===== config.mk =====
export PLATFORM = sky130hd
export DESIGN_NAME = qdac_device_flat
export DESIGN_NICKNAME = d
export VERILOG_FILES = /design/src/qdac_pkg.sv /design/src/qdac_link_if.sv /design/src/qdac_sync2.sv /design/src/qdac_device.sv /design/src/flat_wrapper.sv
export VERILOG_INCLUDE_DIRS = /design/src /design/src/src
export SDC_FILE = /design/constraint.sdc
export NUM_CORES = 1
export LEC_CHECK = 0
export BUFFER_PORTS_ARGS = -buffer_cell sky130_fd_sc_hd__buf_2
export CORE_ASPECT_RATIO = 0.5
export CORE_MARGIN = 2
export CORE_UTILIZATION = 63
export DETAILED_ROUTE_END_ITERATION = 8
export PLACE_DENSITY_LB_ADDON = 0.15
export SETUP_SLACK_MARGIN = 0.4
export SLEW_MARGIN = 10
export SYNTH_ARGS = -nofsm -noshare
export SYNTH_HDL_FRONTEND = slang
export SYNTH_SLANG_ARGS = --single-unit

===== constraint.sdc =====
create_clock -name clk_sys -period 4.8 [get_ports clk_sys]
set_input_delay 0 -clock clk_sys [delete_from_list [all_inputs] [get_ports clk_sys]]
set_output_delay 0 -clock clk_sys [all_outputs]
set_load 0.05 [all_outputs]

===== src/qdac_regs.svh =====
// Bit positions, codes, reset values and timing counts of the quad converter link
`ifndef QDAC_REGS_SVH
`define QDAC_REGS_SVH

`define QDAC_WORD_BITS 16
`define QDAC_CODE_BITS 12
`define QDAC_CHANNELS 4
`define QDAC_LOAD_HI 15
`define QDAC_LOAD_LO 14
`define QDAC_PICK_HI 13
`define QDAC_PICK_LO 12
`define QDAC_CODE_HI 11
`define QDAC_ALL_FLAG 11
`define QDAC_PD_CHAN_HI 10
`define QDAC_PD_CHAN_LO 9
`define QDAC_PD_TERM_HI 8
`define QDAC_PD_TERM_LO 7
`define QDAC_LAST_BIT 4'h0f
`define QDAC_CODE_RESET 12'h000
`define QDAC_WORD_RESET 16'h0000
`define QDAC_TERM_RESET 2'h0
// Host side: system and serial clock periods in ns, and serial clock half-period in system cycles
`define QDAC_SYS_PERIOD_NS 20
`define QDAC_SCLK_PERIOD_NS 160
`define QDAC_HALF_CYCLES (`QDAC_SCLK_PERIOD_NS / (2 * `QDAC_SYS_PERIOD_NS))
`define QDAC_HALF_LAST 3'((`QDAC_HALF_CYCLES) - 1)
// Host register word addresses and fields
`define QDAC_ADDR_CMD 2'h0
`define QDAC_ADDR_STATUS 2'h1
`define QDAC_ADDR_COUNT 2'h2
`define QDAC_STAT_BUSY 0
`define QDAC_RD_UNMAPPED 32'h0000_0000

`endif


===== src/qdac_pkg.sv =====
// Types for the host and device ends of the quad converter link
package qdac_pkg;
  typedef enum logic [1:0] {
    QDAC_LD_STORE = 2'h0,
    QDAC_LD_UPDATE = 2'h1,
    QDAC_LD_BOTH = 2'h2,
    QDAC_LD_BROADCAST = 2'h3
  } qdac_load_t;

  typedef enum logic [1:0] {
    QDAC_BC_NONE = 2'h0,
    QDAC_BC_UPDATE_ALL = 2'h1,
    QDAC_BC_LOAD_ALL = 2'h2,
    QDAC_BC_POWER_OFF = 2'h3
  } qdac_bcast_t;

  typedef enum logic [1:0] {
    QDAC_TERM_HIZ = 2'h0,
    QDAC_TERM_1K = 2'h1,
    QDAC_TERM_100K = 2'h2,
    QDAC_TERM_HIZ2 = 2'h3
  } qdac_term_t;

  typedef enum logic [1:0] {
    QDAC_RX_WAIT_HIGH = 2'h0,
    QDAC_RX_IDLE = 2'h1,
    QDAC_RX_SHIFT = 2'h2,
    QDAC_RX_DONE = 2'h3
  } qdac_rx_state_t;

  typedef enum logic [2:0] {
    QDAC_TX_IDLE = 3'h0,
    QDAC_TX_SETUP = 3'h1,
    QDAC_TX_SHIFT = 3'h2,
    QDAC_TX_HOLD = 3'h3,
    QDAC_TX_GAP = 3'h4
  } qdac_tx_state_t;
endpackage : qdac_pkg


===== src/qdac_link_if.sv =====
// Three-wire serial link between host controller and converter
interface qdac_link_if;
  logic frameSyncN;
  logic serialClk;
  logic serialData;

  modport device (input frameSyncN, input serialClk, input serialData);
  modport host (output frameSyncN, output serialClk, output serialData);
endinterface : qdac_link_if


===== src/qdac_sync2.sv =====
// Two-flop synchroniser for a group of asynchronous levels
module qdac_sync2 #(
  parameter int WIDTH = 1,
  parameter logic [WIDTH-1:0] INIT = '0
) (
  input wire logic clk_sys,
  input wire logic sys_rst,
  input wire logic clkEn,
  input wire logic [WIDTH-1:0] asyncIn,
  output logic [WIDTH-1:0] syncOut
);
  logic [WIDTH-1:0] meta_q;

  always_ff @(posedge clk_sys) begin
    if (sys_rst) begin
      meta_q <= INIT;
      syncOut <= INIT;
    end else if (clkEn) begin
      meta_q <= asyncIn;
      syncOut <= meta_q;
    end
  end
endmodule : qdac_sync2


===== src/qdac_device.sv =====
// Converter end: serial command receiver and per-channel code and power-down registers
`include "qdac_regs.svh"

module qdac_device (
  input wire logic clk_sys,
  input wire logic sys_rst,
  input wire logic clkEn,
  qdac_link_if.device link,
  output logic [`QDAC_CHANNELS-1:0][`QDAC_CODE_BITS-1:0] chanCode,
  output logic [`QDAC_CHANNELS-1:0] chanPowerOff,
  output logic [`QDAC_CHANNELS-1:0][1:0] chanTerm,
  output logic frameDone,
  output logic frameAbort
);
  // ==========================================================
  // Pin synchronisers
  // ==========================================================
  logic frameSyncNS;
  logic serialClkS;
  logic serialDataS;
  logic serialClkPrev_q;

  qdac_sync2 #(
    .WIDTH(3),
    .INIT(3'h6)
  ) u_pinSync (
    .clk_sys(clk_sys),
    .sys_rst(sys_rst),
    .clkEn(clkEn),
    .asyncIn({link.frameSyncN, link.serialClk, link.serialData}),
    .syncOut({frameSyncNS, serialClkS, serialDataS})
  );

  always_ff @(posedge clk_sys) begin
    if (sys_rst) begin
      serialClkPrev_q <= 1'b1;
    end else if (clkEn) begin
      serialClkPrev_q <= serialClkS;
    end
  end

  wire sclkFall = serialClkPrev_q & ~serialClkS;

  // ==========================================================
  // Frame receiver
  // ==========================================================
  qdac_pkg::qdac_rx_state_t rxState_q;
  qdac_pkg::qdac_rx_state_t rxState_d;
  logic [`QDAC_WORD_BITS-1:0] shift_q;
  logic [3:0] bitCnt_q;

  wire inShift = (rxState_q == qdac_pkg::QDAC_RX_SHIFT);
  wire takeBit = inShift & ~frameSyncNS & sclkFall;
  wire lastBit = takeBit & (bitCnt_q == `QDAC_LAST_BIT);
  wire abortNow = inShift & frameSyncNS;
  // Word as it stands once the sixteenth bit is in, first bit at the top
  wire [`QDAC_WORD_BITS-1:0] fullWord = {shift_q[`QDAC_WORD_BITS-2:0], serialDataS};

  always_comb begin
    rxState_d = rxState_q;
    case (rxState_q)
      qdac_pkg::QDAC_RX_WAIT_HIGH: begin
        if (frameSyncNS) begin
          rxState_d = qdac_pkg::QDAC_RX_IDLE;
        end
      end
      qdac_pkg::QDAC_RX_IDLE: begin
        if (!frameSyncNS) begin
          rxState_d = qdac_pkg::QDAC_RX_SHIFT;
        end
      end
      qdac_pkg::QDAC_RX_SHIFT: begin
        if (abortNow) begin
          rxState_d = qdac_pkg::QDAC_RX_IDLE;
        end else if (lastBit) begin
          rxState_d = qdac_pkg::QDAC_RX_DONE;
        end
      end
      qdac_pkg::QDAC_RX_DONE: begin
        if (frameSyncNS) begin
          rxState_d = qdac_pkg::QDAC_RX_IDLE;
        end
      end
      default: begin
        rxState_d = qdac_pkg::QDAC_RX_WAIT_HIGH;
      end
    endcase
  end

  always_ff @(posedge clk_sys) begin
    if (sys_rst) begin
      rxState_q <= qdac_pkg::QDAC_RX_WAIT_HIGH;
    end else if (clkEn) begin
      rxState_q <= rxState_d;
    end
  end

  always_ff @(posedge clk_sys) begin
    if (sys_rst) begin
      shift_q <= `QDAC_WORD_RESET;
      bitCnt_q <= 4'h0;
    end else if (clkEn) begin
      if (rxState_q == qdac_pkg::QDAC_RX_IDLE) begin
        bitCnt_q <= 4'h0;
      end else if (takeBit) begin
        shift_q <= fullWord;
        bitCnt_q <= bitCnt_q + 4'h1;
      end
    end
  end

  // ==========================================================
  // Frame status pulses
  // ==========================================================
  always_ff @(posedge clk_sys) begin
    if (sys_rst) begin
      frameDone <= 1'b0;
      frameAbort <= 1'b0;
    end else if (clkEn) begin
      frameDone <= lastBit;
      frameAbort <= abortNow;
    end
  end

  // ==========================================================
  // Command decode
  // ==========================================================
  wire [1:0] loadCtrl = fullWord[`QDAC_LOAD_HI:`QDAC_LOAD_LO];
  wire [1:0] chanPick = fullWord[`QDAC_PICK_HI:`QDAC_PICK_LO];
  wire [`QDAC_CODE_BITS-1:0] newCode = fullWord[`QDAC_CODE_HI:0];
  wire broadcast = (loadCtrl == qdac_pkg::QDAC_LD_BROADCAST);
  wire powerOffCmd = broadcast & (chanPick == qdac_pkg::QDAC_BC_POWER_OFF);
  wire allChannelsFlag = fullWord[`QDAC_ALL_FLAG];
  wire [1:0] pdChan = fullWord[`QDAC_PD_CHAN_HI:`QDAC_PD_CHAN_LO];
  wire [1:0] pdTerm = fullWord[`QDAC_PD_TERM_HI:`QDAC_PD_TERM_LO];

  // True when a completed word of the given load action reaches channel ch
  function automatic logic hitsChan(input logic [1:0] ch, input logic [1:0] ld, input logic [1:0] bc,
    input logic [1:0] ldIn, input logic [1:0] pickIn);
    hitsChan = (ldIn != qdac_pkg::QDAC_LD_BROADCAST && ldIn == ld && pickIn == ch)
      || (ldIn == qdac_pkg::QDAC_LD_BROADCAST && pickIn == bc);
  endfunction : hitsChan

  // True when a power-down word names channel ch, alone or through the all-channels flag
  function automatic logic pdHitsChan(input logic [1:0] ch, input logic allFlag, input logic [1:0] pdPick);
    pdHitsChan = allFlag | (pdPick == ch);
  endfunction : pdHitsChan

  // ==========================================================
  // Per-channel input and output code registers
  // ==========================================================
  logic [`QDAC_CHANNELS-1:0][`QDAC_CODE_BITS-1:0] inReg_q;

  for (genvar ch = 0; ch < `QDAC_CHANNELS; ch++) begin : g_chan
    wire [1:0] chId = 2'(ch);
    // Store and update cases; load 10 covers both registers
    wire storeOnly = hitsChan(chId, qdac_pkg::QDAC_LD_STORE, qdac_pkg::QDAC_BC_LOAD_ALL, loadCtrl, chanPick);
    wire loadBoth = hitsChan(chId, qdac_pkg::QDAC_LD_BOTH, qdac_pkg::QDAC_BC_LOAD_ALL, loadCtrl, chanPick);
    wire updateOut = hitsChan(chId, qdac_pkg::QDAC_LD_UPDATE, qdac_pkg::QDAC_BC_UPDATE_ALL, loadCtrl, chanPick);
    wire storeIn = lastBit & (storeOnly | loadBoth);
    wire loadOutNew = lastBit & loadBoth;
    wire loadOutOld = lastBit & updateOut;
    wire powerHit = lastBit & powerOffCmd & pdHitsChan(chId, allChannelsFlag, pdChan);

    always_ff @(posedge clk_sys) begin
      if (sys_rst) begin
        inReg_q[ch] <= `QDAC_CODE_RESET;
        chanCode[ch] <= `QDAC_CODE_RESET;
        chanPowerOff[ch] <= 1'b0;
        chanTerm[ch] <= `QDAC_TERM_RESET;
      end else if (clkEn) begin
        if (storeIn) begin
          inReg_q[ch] <= newCode;
        end
        // Writing the output register brings the channel back up
        if (loadOutNew) begin
          chanCode[ch] <= newCode;
          chanPowerOff[ch] <= 1'b0;
        end else if (loadOutOld) begin
          chanCode[ch] <= inReg_q[ch];
          chanPowerOff[ch] <= 1'b0;
        end else if (powerHit) begin
          chanPowerOff[ch] <= 1'b1;
          chanTerm[ch] <= pdTerm;
        end
      end
    end
  end
endmodule : qdac_device


===== src/flat_wrapper.sv =====
// flat-port wrapper written by rule: the top's interface ports become plain ports
module qdac_device_flat 
  (clk_sys, sys_rst, clkEn, chanCode, chanPowerOff, chanTerm, frameDone, frameAbort, link_frameSyncN, link_serialClk, link_serialData);
  qdac_link_if link_i ();
  input wire logic clk_sys;
  input wire logic sys_rst;
  input wire logic clkEn;
  output logic [`QDAC_CHANNELS-1:0][`QDAC_CODE_BITS-1:0] chanCode;
  output logic [`QDAC_CHANNELS-1:0] chanPowerOff;
  output logic [`QDAC_CHANNELS-1:0][1:0] chanTerm;
  output logic frameDone;
  output logic frameAbort;
  input wire logic [$bits(link_i.frameSyncN)-1:0] link_frameSyncN;
  input wire logic [$bits(link_i.serialClk)-1:0] link_serialClk;
  input wire logic [$bits(link_i.serialData)-1:0] link_serialData;
  assign link_i.frameSyncN = link_frameSyncN;
  assign link_i.serialClk = link_serialClk;
  assign link_i.serialData = link_serialData;
  qdac_device u_core (.clk_sys(clk_sys), .sys_rst(sys_rst), .clkEn(clkEn), .link(link_i), .chanCode(chanCode), .chanPowerOff(chanPowerOff), .chanTerm(chanTerm), .frameDone(frameDone), .frameAbort(frameAbort));
endmodule

==> flow_summary.ini, run 1 <==
[outcome]
outcome = finished, final reports clean

[placed_design]
numPlacedInstances = 800
hpwlAfterDp_um = 8820
preCtsSetupSlack_ns = 2.05
gp_routability_congestion = 0.820
port-buffer-count = 67

[cts]
clkSlewWorstSetupHoldPaths_ns = 0.05
clk_path_buf_depth = 2
cts_tree = yes
ctsRootBufferMaster = sky130_fd_sc_hd__clkbuf_16
cts-buffers-inserted = 17
insertion_delay_ns = 0.42
cts_max_level = 4
cts_num_sinks = 138
cts_repair_resize_count = 0

[drt]
remaining_drc_errors = 0
viasPerCell = 5.95
totalWireLength_um = 14500
detail_route.first_pass.iterations = 4
drt-initial-drc-count = 441
via_count = 4959
drt.antenna.violating_nets = 0
wl_per_cell_um = 17.4

[floorplanning]
die_height_um = 73.6
num_rows = 25
coreArea_sq_mm = 0.00942
fp.dieArea_sq_mm = 0.0105
top_level_ports = 68
start_util = 0.647
chipWidth_um = 143

[logic_synthesis]
syn_area_per_cell_sq_um = 9.22
post-synth-top-count-cell = sky130_fd_sc_hd__dfxtp_1
netlist_instances = 661
synthTopCellsByArea = sky130_fd_sc_hd__dfxtp_1 (45%), sky130_fd_sc_hd__mux2i_1 (11%), sky130_fd_sc_hd__nand2_1 (5.0%)
synth-seq-cells = 138
synthFlopType = sky130_fd_sc_hd__dfxtp_1
async_flop_share = 0
yosys.cell_types.count = 54
synth_nets = 671
netlist.area_leader.share = 0.453
netlist.top_cell.by_area = sky130_fd_sc_hd__dfxtp_1
synth.cell_area_sq_mm = 0.00610
ys_top_cells_by_count = sky130_fd_sc_hd__dfxtp_1 (138), sky130_fd_sc_hd__nand2_1 (81), sky130_fd_sc_hd__mux2i_1 (67), sky130_fd_sc_hd__a21oi_1 (56), sky130_fd_sc_hd__nor2_1 (54)
synth_seq_area_share = 0.453
synth.yosys.warnings = 0
number_of_enable_flip_flop_cells_after_synthesis = 0

[final_layout]
design.final.nets = 697
drive_gt1_frac = 0.169
syn2layout_area_growth_pct = 12.9
n_antenna_cell = 0
final-instance-count-excl-fill = 833

[power_and_ir_drop]
power_density_mw_per_mm2 = 359
p_leak_nw = 2.71
irDropWorstVdd_mv = 0.252

[timing]
max_slew_margin = 0.230
max_slew.worst_pin.slew_ns = 1.16
grt_setup_unrepaired = false
fin_hold_ws_ns = 0.0741
setup_violations = 0
totalNegativeSetupSlack_ns = 0
clock.fmax_mhz = 383
final_critical_path_setup_slack_ns = 2.19
timing.final.max_slew_violations = 0
final_hold_viol_count = 0
fin_worst_skew_ns = 0.0127
post-route-period-util = 0.545
period_minus_slack_ns = 2.61

[worst_setup_path]
critPathArrivalTime_ns = 2.92
timing.critical_path.to_type = flip-flop
crit_path_cell_trace = inv_1 -> ha_1 -> nand4bb_4 -> a2111oi_4 -> mux2i_1 -> o2bb2ai_2
critPathBufInv = 1
cpPeakStageDelay_ns = 1.06
worst-setup-path-type = reg -> reg
critical_path_slowest_stage_cell = sky130_fd_sc_hd__a2111oi_4
timing.critical_path.max_delay_family = compound AO/OA/AOI/OAI gates
cp_data_required_time_ns = 5.11
reg2reg_slack_ns = 2.19
critical_path.startpoint_type = flip-flop
crit_path_max_fanout = 13

[global_routing]
antenna_violations_before_repair = 0
grt_start_max_net_pins = 75
track_usage = 0.285
globalRoute.totalOverflow = 0
first_global_vias = 4515
grt_first_pass_wirelength_um = 22800

[worst_hold_path]
min-delay-path-class = in -> reg

[job]
timing.max_cap.violations = 0
-- kinds of logic after synthesis --
group | synth area share
xor gates and xnor gates | 0.00287
DFF | 0.453
adders and majority gates | 0.00821
AOI/OAI and AO/OA | 0.197
buffers and inverters | 0.0616
and+or+nand+nor | 0.167
muxes | 0.110
-- tightest hold or removal path, cell delays in order --
cell                      delay, ns
sky130_fd_sc_hd__buf_2         0.23
sky130_fd_sc_hd__nand3_1       0.13
sky130_fd_sc_hd__a21oi_1       0.07
-- power by group --
part | internal (mW) | total, mW | switching, mW | leakage (nW)
Combinational | 0.0222 | 0.0613 | 0.0391 | 1.32
Sequential | 1.15 | 1.16 | 0.00643 | 1.11
Clock | 0.782 | 1.25 | 0.468 | 0.276
Total | 1.96 | 2.47 | 0.514 | 2.71
-- cell usage in the layout, fill, tap and decap left out, types with 4 or more instances in the layout --
| cell | instances |
|---|---|
| sky130_fd_sc_hd__nand3_1 | 24 |
| sky130_fd_sc_hd__o2bb2ai_1 | 11 |
| sky130_fd_sc_hd__o21bai_1 | 17 |
| sky130_fd_sc_hd__nor2_1 | 54 |
| sky130_fd_sc_hd__nand2_1 | 81 |
| sky130_fd_sc_hd__buf_4 | 5 |
| sky130_fd_sc_hd__and4_1 | 4 |
| sky130_fd_sc_hd__inv_1 | 7 |
| sky130_fd_sc_hd__a311oi_1 | 5 |
| sky130_fd_sc_hd__nand4_1 | 5 |
| sky130_fd_sc_hd__a31oi_1 | 17 |
| sky130_fd_sc_hd__a211oi_1 | 16 |
| sky130_fd_sc_hd__nor2b_1 | 8 |
| sky130_fd_sc_hd__mux2i_1 | 67 |
| sky130_fd_sc_hd__nand3b_1 | 6 |
| sky130_fd_sc_hd__buf_2 | 66 |
| sky130_fd_sc_hd__a211o_1 | 6 |
| sky130_fd_sc_hd__a21oi_1 | 56 |
| sky130_fd_sc_hd__ha_1 | 4 |
| sky130_fd_sc_hd__clkbuf_16 | 17 |
| sky130_fd_sc_hd__dfxtp_1 | 138 |
| sky130_fd_sc_hd__nand4b_1 | 4 |
| sky130_fd_sc_hd__o21ai_0 | 24 |
| sky130_fd_sc_hd__clkinv_2 | 4 |
-- layer usage --
metal	global-route usage	wire length [um]
met1	0.400	7060
met2	0.435	6320
met3	0.0522	835
met4	0.127	242
met5	0	0
-- area by class of cell --
cell class	instances	area [sq um]
clock inverter	8	96.3
tap	135	169
sequential	138	2760
clock buffer	22	464
inverter	7	26.3
fill	699	2530
multi-input combinational	449	2970
timing repair buffer	74	398
-- path summary, 6_finish.rpt --
kind,startpoint,end,cells past startpoint
setup reg to reg,u_core.rxState_q[0]$_SDFFE_PP0P_,u_core.chanCode[7]$_SDFFE_PP0P_,6
hold / removal,clkEn,u_core.frameAbort$_SDFFE_PP0P_,3
hold reg to reg,u_core.chanCode[6]$_SDFFE_PP0P_,u_core.chanCode[6]$_SDFFE_PP0P_,1
setup / recovery,u_core.rxState_q[0]$_SDFFE_PP0P_,u_core.chanCode[7]$_SDFFE_PP0P_,6
-- sequential cells by signal (all words and copies together) (netlist names) --
signal	flops
u_core.bitCnt_q	4
u_core.serialClkPrev_q	1
u_core.chanTerm	8
u_core.frameAbort	1
u_core.frameDone	1
u_core.chanCode	48
u_core.shift_q	15
u_core.rxState_q	2
u_core.u_pinSync.meta_q	3
u_core.inReg_q	48
u_core.u_pinSync.syncOut	3
u_core.chanPowerOff	4
-- metrics by stage --
stage	total power, mW	utilization	area [sq um]
3_3_place_gp	1.24	0.667	6280
2_1_floorplan	1.23	-	6100
6_report	2.47	0.731	6880
4_1_cts	2.48	0.730	6870
3_5_place_dp	1.24	0.667	6280
5_1_grt	2.53	0.731	6880
-- timing repair --
action / CTS / global route
hold endpoints to repair: 3 / 0
buffers inserted: 0 / 0
hold buffers: 3 / 0
No activity file was read; power rests on OpenSTA's default activity.
==> run 2, diff against run 1 <==
ABC_AREA = 1   (was unset)
CORE_UTILIZATION = 58   (was 63)
clock period = 2.5 ns   (was 4.8 ns; I/O delays follow)
==> run 2 against run 1 <==
  * Maximum frequency up 28%
  * Clock skew is 0.0037 ns lower
  * Power is 90% higher
  * Routed wire length grew 10%
  * Clock-buffer cell count rose by 2
  * Setup slack got worse by 1.7 ns
  * Combinational power is 140% higher
  * Area after synthesis decreased by 3.3%
  * Register-to-register slack worse by 1.7 ns
  * Sequential share of layout area shrank 0.35 points
  * Sequential power up 92%
  * Via count grew 13%
==> flow_summary.ini, run 2 <==
[outcome]
outcome = finished, final reports clean

[drt]
route.top_layer_used = met4
wl_per_cell_um = 14.8
detailroute.wirelength.met2_um = 6810
totalWireLength_um = 15900
remaining_drc_errors = 0
dr_wl_met3_um = 1530
detail_route.wirelength.met1_um = 7340
drt-initial-drc-count = 526
via_count = 5621
drt.antenna.violating_nets = 0
viasPerCell = 5.23
detail_route.first_pass.iterations = 5

[worst_setup_path]
timing.critical_path.max_delay_family = simple AND/OR/NAND/NOR gates
critical_path_slowest_stage_cell = sky130_fd_sc_hd__dfxtp_1
timing.critical_path.to_type = flip-flop
crit_path_cell_trace = inv_1 -> ha_1 -> nand2_2 -> nor2_4 -> nand2_1 -> nor2_4 -> nand2_1 -> o21ai_0 -> nor2_1
cpPeakStageDelay_ns = 0.32
cp_data_required_time_ns = 2.81
critPathBufInv = 1
critPathArrivalTime_ns = 2.34
crit_path_max_fanout = 12
worst-setup-path-type = reg -> reg
critical_path.startpoint_type = flip-flop

[final_layout]
layout.cells.most_common_list = sky130_fd_sc_hd__nor2_1 (247), sky130_fd_sc_hd__nand2_1 (186), sky130_fd_sc_hd__dfxtp_1 (138)
multi_input_comb_area_sq_mm = 0.00275
final-seq-area_sq_mm = 0.00276
n_antenna_cell = 0
stdcell_area_sq_mm = 0.00694
n_fill_cell = 823
drive_gt1_frac = 0.140
biggestRegsByFlops = u_core.chanCode: 48 flops, u_core.inReg_q: 48 flops, u_core.shift_q: 15 flops
mostFrequentLayoutCell = sky130_fd_sc_hd__nor2_1
final-instance-count-excl-fill = 1075
syn2layout_area_growth_pct = 17.8
design.final.nets = 938

[logic_synthesis]
synthFlopType = sky130_fd_sc_hd__dfxtp_1
netlist_instances = 865
synthTopCellsByArea = sky130_fd_sc_hd__dfxtp_1 (47%), sky130_fd_sc_hd__nor2_1 (16%), sky130_fd_sc_hd__nand2_1 (12%)
synth.cell_area_sq_mm = 0.00589
synth_seq_area_share = 0.469
synth_nets = 875
netlist.top_cell.by_area = sky130_fd_sc_hd__dfxtp_1
netlist.area_leader.share = 0.469
synth.yosys.warnings = 0
number_of_enable_flip_flop_cells_after_synthesis = 0
yosys.cell_types.count = 27
ys_top_cells_by_count = sky130_fd_sc_hd__nor2_1 (247), sky130_fd_sc_hd__nand2_1 (188), sky130_fd_sc_hd__dfxtp_1 (138), sky130_fd_sc_hd__o21ai_0 (102), sky130_fd_sc_hd__inv_1 (42)
post-synth-top-count-cell = sky130_fd_sc_hd__nor2_1
syn_area_per_cell_sq_um = 6.81
async_flop_share = 0
synth-seq-cells = 138

[cts]
clk_path_buf_depth = 2
clkSlewWorstSetupHoldPaths_ns = 0.06
insertion_delay_ns = 0.42
ctsRootBufferMaster = sky130_fd_sc_hd__clkbuf_16
cts_num_sinks = 138
cts_max_level = 4
cts_tree = yes
cts-buffers-inserted = 17

[timing]
max_slew_margin = 0.530
totalNegativeSetupSlack_ns = 0
clock.fmax_mhz = 491
grt_setup_unrepaired = true
period_minus_slack_ns = 2.03
final_hold_viol_count = 0
timing.final.max_slew_violations = 0
post-route-period-util = 0.814
setup_violations = 0
max_slew.worst_pin.slew_ns = 0.705
fin_worst_skew_ns = 0.00907

[job]
timing.max_cap.violations = 0

[power_and_ir_drop]
clockPowerShare = 0.495
p_seq_frac = 0.475
power_density_mw_per_mm2 = 676
p_leak_nw = 3.01
power.share.switching = 0.218
internal-power_mw = 3.67
power.net_switching_mw = 1.02
comb_power_share = 0.031
irDropWorstVdd_mv = 0.473

[floorplanning]
fp.dieArea_sq_mm = 0.0110
top_level_ports = 68
die_height_um = 75.3
chipWidth_um = 147
coreArea_sq_mm = 0.00967
start_util = 0.610
num_rows = 25

[global_routing]
track_usage = 0.295
antenna_violations_before_repair = 0
globalRoute.totalOverflow = 0
grt_start_max_net_pins = 83
first_global_vias = 4922
grt_first_pass_wirelength_um = 24800

[worst_hold_path]
min-delay-path-class = in -> reg

[placed_design]
place_area_sq_mm = 0.00623
port-buffer-count = 67
hpwlAfterDp_um = 9930
numPlacedInstances = 1030
gp_routability_congestion = 0.957
==> run 2: changes by cell type after synthesis, sizes merged, moves of 20 or more <==
cell,change
o21ai,+97
nand2,+110
inv,+39
mux2i,-67
buf,-20
nor2,+202
a21oi,-23
==> run 2: layout make-up <==
cell class,instances,share of cell area
flip-flops and latches,138,0.398
clock buffers,24,0.0679
inverters,47,0.0256
well taps,135,0.0243
repair buffers,89,0.0777
clock inverters,7,0.00991
multi-input cells,635,0.397
==> run 2: per-stage QoR <==
| step | setup WS [ns] | hold slack, ns | total power, mW | util |
|---|---|---|---|---|
| CTS | 0.345 | 0.0126 | 4.70 | 0.710 |
| finish | 0.465 | 0.0293 | 4.69 | 0.718 |
| detailed placement | 0.369 | 0.217 | 2.40 | 0.645 |
| global route | 0.305 | 0.0617 | 4.81 | 0.718 |
| floorplan | 0.874 | 0.126 | 2.37 | - |
| global placement | 0.444 | 0.211 | 2.40 | 0.645 |
==> run 2: timing repair <==
| item | in CTS | in global routing |
|---|---|---|
| hold buffers | 9 | 0 |
| pin swaps | 1 | 1 |
| resized for setup | 1 | 6 |
| setup buffers | 0 | 4 |
| endpoints found under the setup margin | 19 | 98 |
| endpoints found under the hold margin | 10 | 0 |
| cloned | 0 | 1 |
==> run 2: worst paths after layout <==
check / startpoint / endpoint / slack [ns] / cells past startpoint
hold reg to reg: u_core.u_pinSync.meta_q[1]$_SDFFE_PP1P_ / u_core.u_pinSync.meta_q[1]$_SDFFE_PP1P_ / 0.46 / 2
setup / recovery: u_core.rxState_q[0]$_SDFFE_PP0P_ / u_core.inReg_q[22]$_SDFFE_PP0P_ / 0.47 / 9
hold / removal: clkEn / u_core.u_pinSync.meta_q[0]$_SDFFE_PP0P_ / 0.03 / 3
setup reg to reg: u_core.rxState_q[0]$_SDFFE_PP0P_ / u_core.inReg_q[22]$_SDFFE_PP0P_ / 0.47 / 9
==> run 2: routing by layer <==
metal	track usage	vias to the layer above
met4	0.113	0
li1	-	2851
met5	0	-
met2	0.475	229
met3	0.0758	31
met1	0.391	2510
==> run 2: logic make-up (layout without fill, tap and decap cells) <==
family / after synthesis / in the layout / share of synthesized area
flops: 138 / 138 / 0.469
fa+ha+maj: 4 / 4 / 0.00849
buf+inv: 93 / 167 / 0.0694
simple gates: 473 / 474 / 0.318
xor+xnor: 1 / 1 / 0.00149
compound gates: 156 / 156 / 0.134
==> run 2: power groups by stage <==
stage          registers [mW]  clock network (mW)  logic, mW
6_report                 2.23                2.32      0.145
5_1_grt                  2.23                2.42      0.162
4_1_cts                  2.23                2.33      0.138
3_5_place_dp             2.27                   0      0.127
3_3_place_gp             2.27                   0      0.124
2_1_floorplan            2.27                   0     0.0930
==> run 2: worst register-to-register path, delay by kind of cell (launching register included) <==
kind | cells | cell delay (ns)
simple gates | 6 | 1.00
flops | 1 | 0.32
compound gates | 1 | 0.27
fa+ha+maj | 1 | 0.24
buf+inv | 1 | 0.09
